==> src/pocs_pkg.sv <==
// Package: register map, field layout and carriers for port op control/status
package pocs_pkg;

   // ---------------------------------------------------------------
   // Register offsets (byte addresses)
   // ---------------------------------------------------------------
   localparam logic [11:0] OFF_OP_CTRL     = 12'h020;
   localparam logic [11:0] OFF_LINK_STATE  = 12'h030;
   localparam logic [11:0] OFF_MAC_IF_CTRL0 = 12'h040;
   localparam logic [11:0] OFF_MAC_IF_CTRL1 = 12'h044;
   localparam logic [11:0] OFF_PHY_LINK    = 12'h048;

   // ---------------------------------------------------------------
   // Field positions
   // ---------------------------------------------------------------
   localparam int TAIL_TAG_BIT   = 2;
   localparam int QSPLIT_LSB     = 0;
   localparam int CTRL1_SPD_BIT  = 6;
   localparam int CTRL0_SPD_BIT  = 4;
   localparam int CTRL0_DPX_BIT  = 6;
   localparam int CTRL0_TXFC_BIT = 5;
   localparam int CTRL0_RXFC_BIT = 3;
   localparam int ST_SPD_LSB     = 3;
   localparam int ST_DPX_BIT     = 2;
   localparam int ST_TXFC_BIT    = 1;
   localparam int ST_RXFC_BIT    = 0;

   // ---------------------------------------------------------------
   // Reset values
   // ---------------------------------------------------------------
   localparam logic [7:0] RST_OP_CTRL   = 8'h00;
   localparam logic [7:0] RST_MAC_CTRL0 = 8'h40;
   localparam logic [7:0] RST_MAC_CTRL1 = 8'h00;
   localparam logic [7:0] RST_STATUS    = 8'h04;
   localparam logic [7:0] OP_CTRL_MASK  = 8'hc7;

   // ---------------------------------------------------------------
   // Types
   // ---------------------------------------------------------------
   typedef enum logic [1:0] {
      POCS_Q_SINGLE = 2'b00,
      POCS_Q_TWO    = 2'b01,
      POCS_Q_FOUR   = 2'b10,
      POCS_Q_RSVD   = 2'b11
   } pocs_qsplit_t;

   typedef enum logic [1:0] {
      POCS_SPD_10   = 2'b00,
      POCS_SPD_100  = 2'b01,
      POCS_SPD_1000 = 2'b10
   } pocs_speed_t;

   // Negotiated link result from the PHY
   typedef struct packed {
      logic [1:0] speed;
      logic       full_duplex;
      logic       link_up;
      logic       tx_pause_neg;
      logic       rx_pause_neg;
   } pocs_phy_link_t;

   // Egress configuration towards the queue manager
   typedef struct packed {
      logic       tail_tag;
      logic [2:0] queue_count;
      logic       prio_sort;
   } pocs_egress_cfg_t;

endpackage

==> src/pocs_sync.sv <==
// Two-flop synchroniser for a bus of asynchronous levels
module pocs_sync #(
   parameter int W = 1
) (
   input  wire logic         pclk,    // Clock
   input  wire logic         presetn, // Async reset, low
   input  wire logic [W-1:0] din,     // Asynchronous level
   output logic      [W-1:0] dout     // Synchronised level
);

   logic [W-1:0] meta;

   always_ff @(posedge pclk or negedge presetn) begin
      if (!presetn) begin
         meta <= '0;
         dout <= '0;
      end else begin
         meta <= din;
         dout <= meta;
      end
   end

endmodule

==> src/pocs_status_mux.sv <==
// Status byte composer: PHY link result or mirrored MAC interface settings
module pocs_status_mux (
   input  wire logic                    is_phy,    // Port has an internal PHY
   input  wire pocs_pkg::pocs_phy_link_t link,      // Synchronised link result
   input  wire logic [1:0]              pause_adv, // Advertised pause bits
   input  wire logic [7:0]              ctrl0,     // MAC interface control 0
   input  wire logic [7:0]              ctrl1,     // MAC interface control 1
   output logic      [7:0]              status     // Composed status byte
);

   logic fc_ok;

   always_comb begin
      status = 8'h00;
      fc_ok  = (pause_adv != 2'b00) && link.link_up;
      if (is_phy) begin
         status[pocs_pkg::ST_SPD_LSB +: 2] = link.speed;
         status[pocs_pkg::ST_DPX_BIT]      = link.full_duplex;
         status[pocs_pkg::ST_TXFC_BIT]     = fc_ok && link.tx_pause_neg;
         status[pocs_pkg::ST_RXFC_BIT]     = fc_ok && link.rx_pause_neg;
      end else begin
         status[pocs_pkg::ST_SPD_LSB + 1] = ctrl1[pocs_pkg::CTRL1_SPD_BIT];
         status[pocs_pkg::ST_SPD_LSB]     = ctrl0[pocs_pkg::CTRL0_SPD_BIT];
         status[pocs_pkg::ST_DPX_BIT]     = ctrl0[pocs_pkg::CTRL0_DPX_BIT];
         status[pocs_pkg::ST_TXFC_BIT]    = ctrl0[pocs_pkg::CTRL0_TXFC_BIT];
         status[pocs_pkg::ST_RXFC_BIT]    = ctrl0[pocs_pkg::CTRL0_RXFC_BIT];
      end
   end

endmodule

==> src/pocs_port.sv <==
// Per-port operation control and status register bank on APB
// Notes on behaviour
// - Tail tag bit one makes host port
// - Split 00 gives one unsorted queue
// - Split 01 gives two priority queues
// - Split 10 four queues; 11 reserved
// - PHY port speed reports negotiated link
// - Non-PHY speed mirrors MAC control bits
// - Non-PHY duplex mirrors control0 bit 6
// - PHY duplex reports link, one full
// - Non-PHY tx pause mirrors control0 bit5
// - Non-PHY rx pause mirrors control0 bit3
// - PHY pause needs advert, link, negotiation
module pocs_port (
   input  wire logic                       pclk,        // 200 MHz clock
   input  wire logic                       presetn,     // Async reset, low
   input  wire logic                       psel,        // APB select
   input  wire logic                       penable,     // APB access phase
   input  wire logic                       pwrite,      // APB write
   input  wire logic [11:0]                paddr,       // APB byte address
   input  wire logic [31:0]                pwdata,      // APB write data
   output logic      [31:0]                prdata,      // APB read data
   output logic                            pready,      // APB ready
   output logic                            pslverr,     // APB error
   input  wire logic                       is_phy,      // Port has a PHY
   input  wire pocs_pkg::pocs_phy_link_t   phy_link,    // Async link result
   input  wire logic [1:0]                 pause_adv,   // Advertised pause
   output pocs_pkg::pocs_egress_cfg_t      egress_cfg,  // Egress setup
   output logic                            cfg_reserved // Split set to 11
);

   // ---------------------------------------------------------------
   // Registers and decode
   // ---------------------------------------------------------------
   logic [7:0]               op_ctrl;
   logic [7:0]               mac_if_ctrl0;
   logic [7:0]               mac_if_ctrl1;
   logic [7:0]               port_link_state;
   logic [7:0]               next_status;
   pocs_pkg::pocs_phy_link_t link_s;
   logic                     setup;
   logic                     wr_en;
   logic                     known;
   pocs_pkg::pocs_qsplit_t   qs;

   function automatic logic hit(input logic [11:0] a, input logic [11:0] o);
      hit = (a == o);
   endfunction

   assign setup = psel && !penable;
   assign wr_en = setup && pwrite;
   assign known = hit(paddr, pocs_pkg::OFF_OP_CTRL)
               || hit(paddr, pocs_pkg::OFF_LINK_STATE)
               || hit(paddr, pocs_pkg::OFF_MAC_IF_CTRL0)
               || hit(paddr, pocs_pkg::OFF_MAC_IF_CTRL1)
               || hit(paddr, pocs_pkg::OFF_PHY_LINK);

   // ---------------------------------------------------------------
   // Synchronise the PHY result, compose status
   // ---------------------------------------------------------------
   pocs_sync #(.W($bits(pocs_pkg::pocs_phy_link_t))) u_sync (
      .pclk    (pclk),
      .presetn (presetn),
      .din     (phy_link),
      .dout    (link_s)
   );

   pocs_status_mux u_mux (
      .is_phy    (is_phy),
      .link      (link_s),
      .pause_adv (pause_adv),
      .ctrl0     (mac_if_ctrl0),
      .ctrl1     (mac_if_ctrl1),
      .status    (next_status)
   );

   always_ff @(posedge pclk or negedge presetn) begin
      if (!presetn) begin
         port_link_state <= pocs_pkg::RST_STATUS;
      end else begin
         port_link_state <= next_status;
      end
   end

   // ---------------------------------------------------------------
   // Writable registers
   // ---------------------------------------------------------------
   always_ff @(posedge pclk or negedge presetn) begin
      if (!presetn) begin
         op_ctrl <= pocs_pkg::RST_OP_CTRL;
      end else if (wr_en && hit(paddr, pocs_pkg::OFF_OP_CTRL)) begin
         op_ctrl <= pwdata[7:0] & pocs_pkg::OP_CTRL_MASK;
      end
   end

   always_ff @(posedge pclk or negedge presetn) begin
      if (!presetn) begin
         mac_if_ctrl0 <= pocs_pkg::RST_MAC_CTRL0;
         mac_if_ctrl1 <= pocs_pkg::RST_MAC_CTRL1;
      end else if (wr_en) begin
         if (hit(paddr, pocs_pkg::OFF_MAC_IF_CTRL0)) begin
            mac_if_ctrl0 <= pwdata[7:0];
         end
         if (hit(paddr, pocs_pkg::OFF_MAC_IF_CTRL1)) begin
            mac_if_ctrl1 <= pwdata[7:0];
         end
      end
   end

   // ---------------------------------------------------------------
   // APB answer: ready in the first access cycle
   // ---------------------------------------------------------------
   always_ff @(posedge pclk or negedge presetn) begin
      if (!presetn) begin
         pready  <= 1'b0;
         pslverr <= 1'b0;
         prdata  <= 32'h0000_0000;
      end else begin
         pready  <= setup;
         pslverr <= setup && !known;
         prdata  <= 32'h0000_0000;
         if (setup && !pwrite) begin
            // Reading status only samples it
            unique case (1'b1)
               hit(paddr, pocs_pkg::OFF_OP_CTRL):
                  prdata[7:0] <= op_ctrl;
               hit(paddr, pocs_pkg::OFF_LINK_STATE):
                  prdata[7:0] <= port_link_state;
               hit(paddr, pocs_pkg::OFF_MAC_IF_CTRL0):
                  prdata[7:0] <= mac_if_ctrl0;
               hit(paddr, pocs_pkg::OFF_MAC_IF_CTRL1):
                  prdata[7:0] <= mac_if_ctrl1;
               hit(paddr, pocs_pkg::OFF_PHY_LINK):
                  prdata[5:0] <= link_s;
               default:
                  prdata <= 32'h0000_0000;
            endcase
         end
      end
   end

   // ---------------------------------------------------------------
   // Egress configuration outputs
   // ---------------------------------------------------------------
   assign qs = pocs_pkg::pocs_qsplit_t'(op_ctrl[pocs_pkg::QSPLIT_LSB +: 2]);

   always_ff @(posedge pclk or negedge presetn) begin
      if (!presetn) begin
         egress_cfg   <= '{tail_tag: 1'b0, queue_count: 3'h1,
                           prio_sort: 1'b0};
         cfg_reserved <= 1'b0;
      end else begin
         egress_cfg.tail_tag <= op_ctrl[pocs_pkg::TAIL_TAG_BIT];
         cfg_reserved        <= (qs == pocs_pkg::POCS_Q_RSVD);
         unique case (qs)
            pocs_pkg::POCS_Q_SINGLE: begin
               egress_cfg.queue_count <= 3'h1;
               egress_cfg.prio_sort   <= 1'b0;
            end
            pocs_pkg::POCS_Q_TWO: begin
               egress_cfg.queue_count <= 3'h2;
               egress_cfg.prio_sort   <= 1'b1;
            end
            pocs_pkg::POCS_Q_FOUR: begin
               egress_cfg.queue_count <= 3'h4;
               egress_cfg.prio_sort   <= 1'b1;
            end
            pocs_pkg::POCS_Q_RSVD: begin
               egress_cfg.queue_count <= 3'h1;
               egress_cfg.prio_sort   <= 1'b0;
            end
         endcase
      end
   end
endmodule

==> config.mk <==
export PLATFORM = sky130hd
export DESIGN_NAME = pocs_port
export DESIGN_NICKNAME = d
export VERILOG_FILES = /design/src/pocs_pkg.sv /design/src/pocs_sync.sv /design/src/pocs_status_mux.sv /design/src/pocs_port.sv
export SDC_FILE = /design/constraint.sdc
export NUM_CORES = 1
export LEC_CHECK = 0
export BUFFER_PORTS_ARGS = -buffer_cell sky130_fd_sc_hd__buf_2
export CAP_MARGIN = 20
export CORE_MARGIN = 5
export CORE_UTILIZATION = 43
export CTS_CLUSTER_SIZE = 20
export DETAILED_ROUTE_END_ITERATION = 6
export GPL_ROUTABILITY_DRIVEN = 0
export PLACE_DENSITY_LB_ADDON = 0.05
export SETUP_SLACK_MARGIN = 0.2
export SLEW_MARGIN = 20
export SYNTH_ARGS = -nofsm -noshare
export SYNTH_HDL_FRONTEND = slang
export SYNTH_SLANG_ARGS = --single-unit
==> constraint.sdc <==
create_clock -name pclk -period 0.9 [get_ports pclk]
set_input_delay 0.135 -clock pclk [delete_from_list [all_inputs] [get_ports pclk]]
set_output_delay 0.135 -clock pclk [all_outputs]
set_load 0.05 [all_outputs]
==> qor.txt <==
outcome -> finished, violations left
failing checks -> setup timing
cells after synthesis -> 183
slowest stage delay, CP -> 400 ps
Hold Path Class -> input pin to flop
WL final -> 5910 um
Post-synth EDFFs -> 0
Setup violations, final -> 47
#FFs+latches synth -> 54
Skew-Pair Late Insertion Delay -> 300 ps
drt drc -> 0
Ant. Diodes -> 0
Final Util -> 0.675
overall power -> 4.78 mW
cell area after layout -> 3710 sq um
# nets final -> 349
Initial Utilization -> 0.442
CTS Buf Count -> 5
crit path max-delay cell type -> or3b_4
Initial DRC Count -> 69
CP arrival -> 1620 ps
layout cells sized above 1 -> 0.654
CP Launch Type -> input pin
crit path cell chain -> buf_6 > or3b_4 > nor3_4 > or3b_4 > buf_8 > mux2_4
num rows -> 27
IO buf count -> 49
RSZ-0062 raised after global routing -> true
DR WL/cell -> 16.4 um
Req. time, crit path -> 1080 ps
setup ws final -> -536 ps
critical path type -> input pin to flop
max-slew violations -> 0
P per Cell Area -> 1290 nW/um^2
CP endpoint kind -> flop
Root Driver -> clkbuf_8
cell mode on critical path -> or3b_4
Ports -> 98
Max FO, Critical Path -> 8
Mapped Area -> 2430 sq um
Layout fillers -> 427
DR pass1 iterations -> 4
GRT overflow -> 0
DIE AREA -> 7260 sq um
clk sinks -> 54
height of the die -> 85.2 um
Seq/Total Area, Yosys -> 0.557
DR vias/cell -> 4.67
leakage -> 1.78 nW
Die Span X -> 85.2 um
number of antenna violations at the first check in global routing -> 0
clock skew -> 12.1 ps
H-tree level count -> 2
vias in the first global route -> 1833
Warnings, synthesis -> 0
Layout area overhead -> 52.7%
Avg Inst Size Synth -> 13.3 sq um
total track usage -> 0.164
buffer depth of the longest clock path -> 2
first-pass GRT wire length -> 9310 um
Post-DP Area -> 3000 sq um
Final min period -> 1440 ps
routed vias -> 1685
pin count of the biggest net entering global routing -> 55
prevailing post-synth register cell -> dfrtp_1
Max Cap Viol -> 0
antenna violation net count after detailed routing -> 0
Tcrit/Tclk final -> 1.60
core area -> 5510 sq um
VDD IR max -> 1550 uV
Async SR Flop Fraction -> 1.00
post-DP HPWL -> 3960 um
Clock transition at path regs -> 90 ps
CTS tree -> done
synth unique cells -> 41
fmax -> 697 MHz
Final Hold Fails -> 0
through the flow:
step	worst slack (ps)	instances	hold slack (ps)	TNS, ps
3_3_place_gp	-870	329	148	-21740
3_5_place_dp	-905	329	152	-22360
4_1_cts	-505	356	73.3	-12990
6_report	-536	361	82.8	-13670
2_1_floorplan	-707	206	-161	-15300
5_1_grt	-559	361	81.4	-15320
area by class of cell:
| class | count | area (sq um) | share of cell area |
|---|---|---|---|
| Sequential cell | 54 | 1370 | 0.370 |
| Multi-Input combinational cell | 117 | 1170 | 0.316 |
| Timing Repair Buffer | 104 | 943 | 0.254 |
| Tap cell | 72 | 90.1 | 0.0243 |
| Clock buffer | 6 | 72.6 | 0.0195 |
| Clock inverter | 2 | 38.8 | 0.0104 |
| Inverter | 6 | 22.5 | 0.00606 |
flip-flops by register name, summed over array words and instances (netlist names):
| name | flops |
|---|---|
| port_link_state | 5 |
| op_ctrl | 5 |
| u_sync.meta | 6 |
| egress_cfg | 5 |
| cfg_reserved | 1 |
| pready | 1 |
| u_sync.dout | 6 |
| mac_if_ctrl1 | 8 |
| pslverr | 1 |
| prdata | 8 |
| mac_if_ctrl0 | 8 |
metal layers:
metal | wire, um | global-route usage | part of all wire
met1 | 2480 | 0.191 | 0.42
met2 | 3040 | 0.300 | 0.51
met3 | 352 | 0.0417 | 0.060
met4 | 46 | 0.0388 | 0.0078
met5 | 0 | 0 | 0
cells in the mapped netlist, drive strengths merged, types with 4 or more instances:
| library cell | number | area [sq um] |
|---|---|---|
| mux2 | 27 | 334 |
| nor2 | 11 | 48.8 |
| dfrtp | 51 | 1280 |
| nand2 | 5 | 18.8 |
| inv | 6 | 22.5 |
| buf | 27 | 200 |
| nor3 | 4 | 36.3 |
| mux2i | 6 | 60.1 |
| o21ai | 6 | 30.0 |
cell families (layout without fill, tap and decap cells):
family                     Yosys count  after routing  synth area share
DFF                                 54             54             0.557
and+or+nand+nor                     36             36             0.111
buffers and inverters               35            118            0.0946
muxes                               33             33             0.162
AOI/OAI and AO/OA                   21             21            0.0581
adders and majority gates            3              3            0.0154
other                                1             24           0.00154
layout by cell type (no fill, tap or decap), types with 4 or more instances in the layout:
master,n
buf_2,30
nor2_1,5
dfrtp_1,36
o21ai_0,4
dfrtp_2,15
mux2_4,24
buf_4,22
inv_2,5
mux2i_1,6
nand2_1,5
buf_6,38
clkbuf_8,5
dlygate4sd3_1,7
conb_1,24
critical path, delay by kind of cell:
family | cells | cell delay (ps)
buffers and inverters | 2 | 260
multiplexers | 1 | 300
AND/OR/NAND/NOR | 3 | 920
where the power goes:
part | total, mW | switching, mW | internal [mW] | leakage [nW]
clock | 1.61 | 0.770 | 0.836 | 0.0554
combinational | 0.686 | 0.456 | 0.230 | 1.03
sequential | 2.49 | 0.0189 | 2.47 | 0.687
path summary, 6_finish.rpt:
check	end	from	depth (start not counted)	slack (ps)
min in group asynchronous	cfg_reserved$_DFF_PN0_	presetn	3	380
worst min register to register	u_sync.dout[5]$_DFF_PN0_	u_sync.meta[5]$_DFF_PN0_	0	350
max in group asynchronous	mac_if_ctrl0[6]$_DFFE_PN1P_	presetn	3	280
worst max register to register	prdata[0]$_DFF_PN0_	mac_if_ctrl1[0]$_DFFE_PN0P_	4	-180
worst max-delay path	mac_if_ctrl0[7]$_DFFE_PN0P_	paddr[5]	6	-540
worst min-delay path	mac_if_ctrl0[3]$_DFFE_PN0P_	pwdata[3]	2	80
what timing repair did:
| action | CTS | global route |
|---|---|---|
| gates resized for setup | 87 | 14 |
| pin swaps | 13 | 12 |
| cloned | 0 | 1 |
| endpoints found under the setup margin | 56 | 58 |
| buffers inserted | 12 | 4 |
| hold buffers | 7 | 0 |
| endpoints found under the hold margin | 57 | 0 |
(Power assumes the default switching activity.)
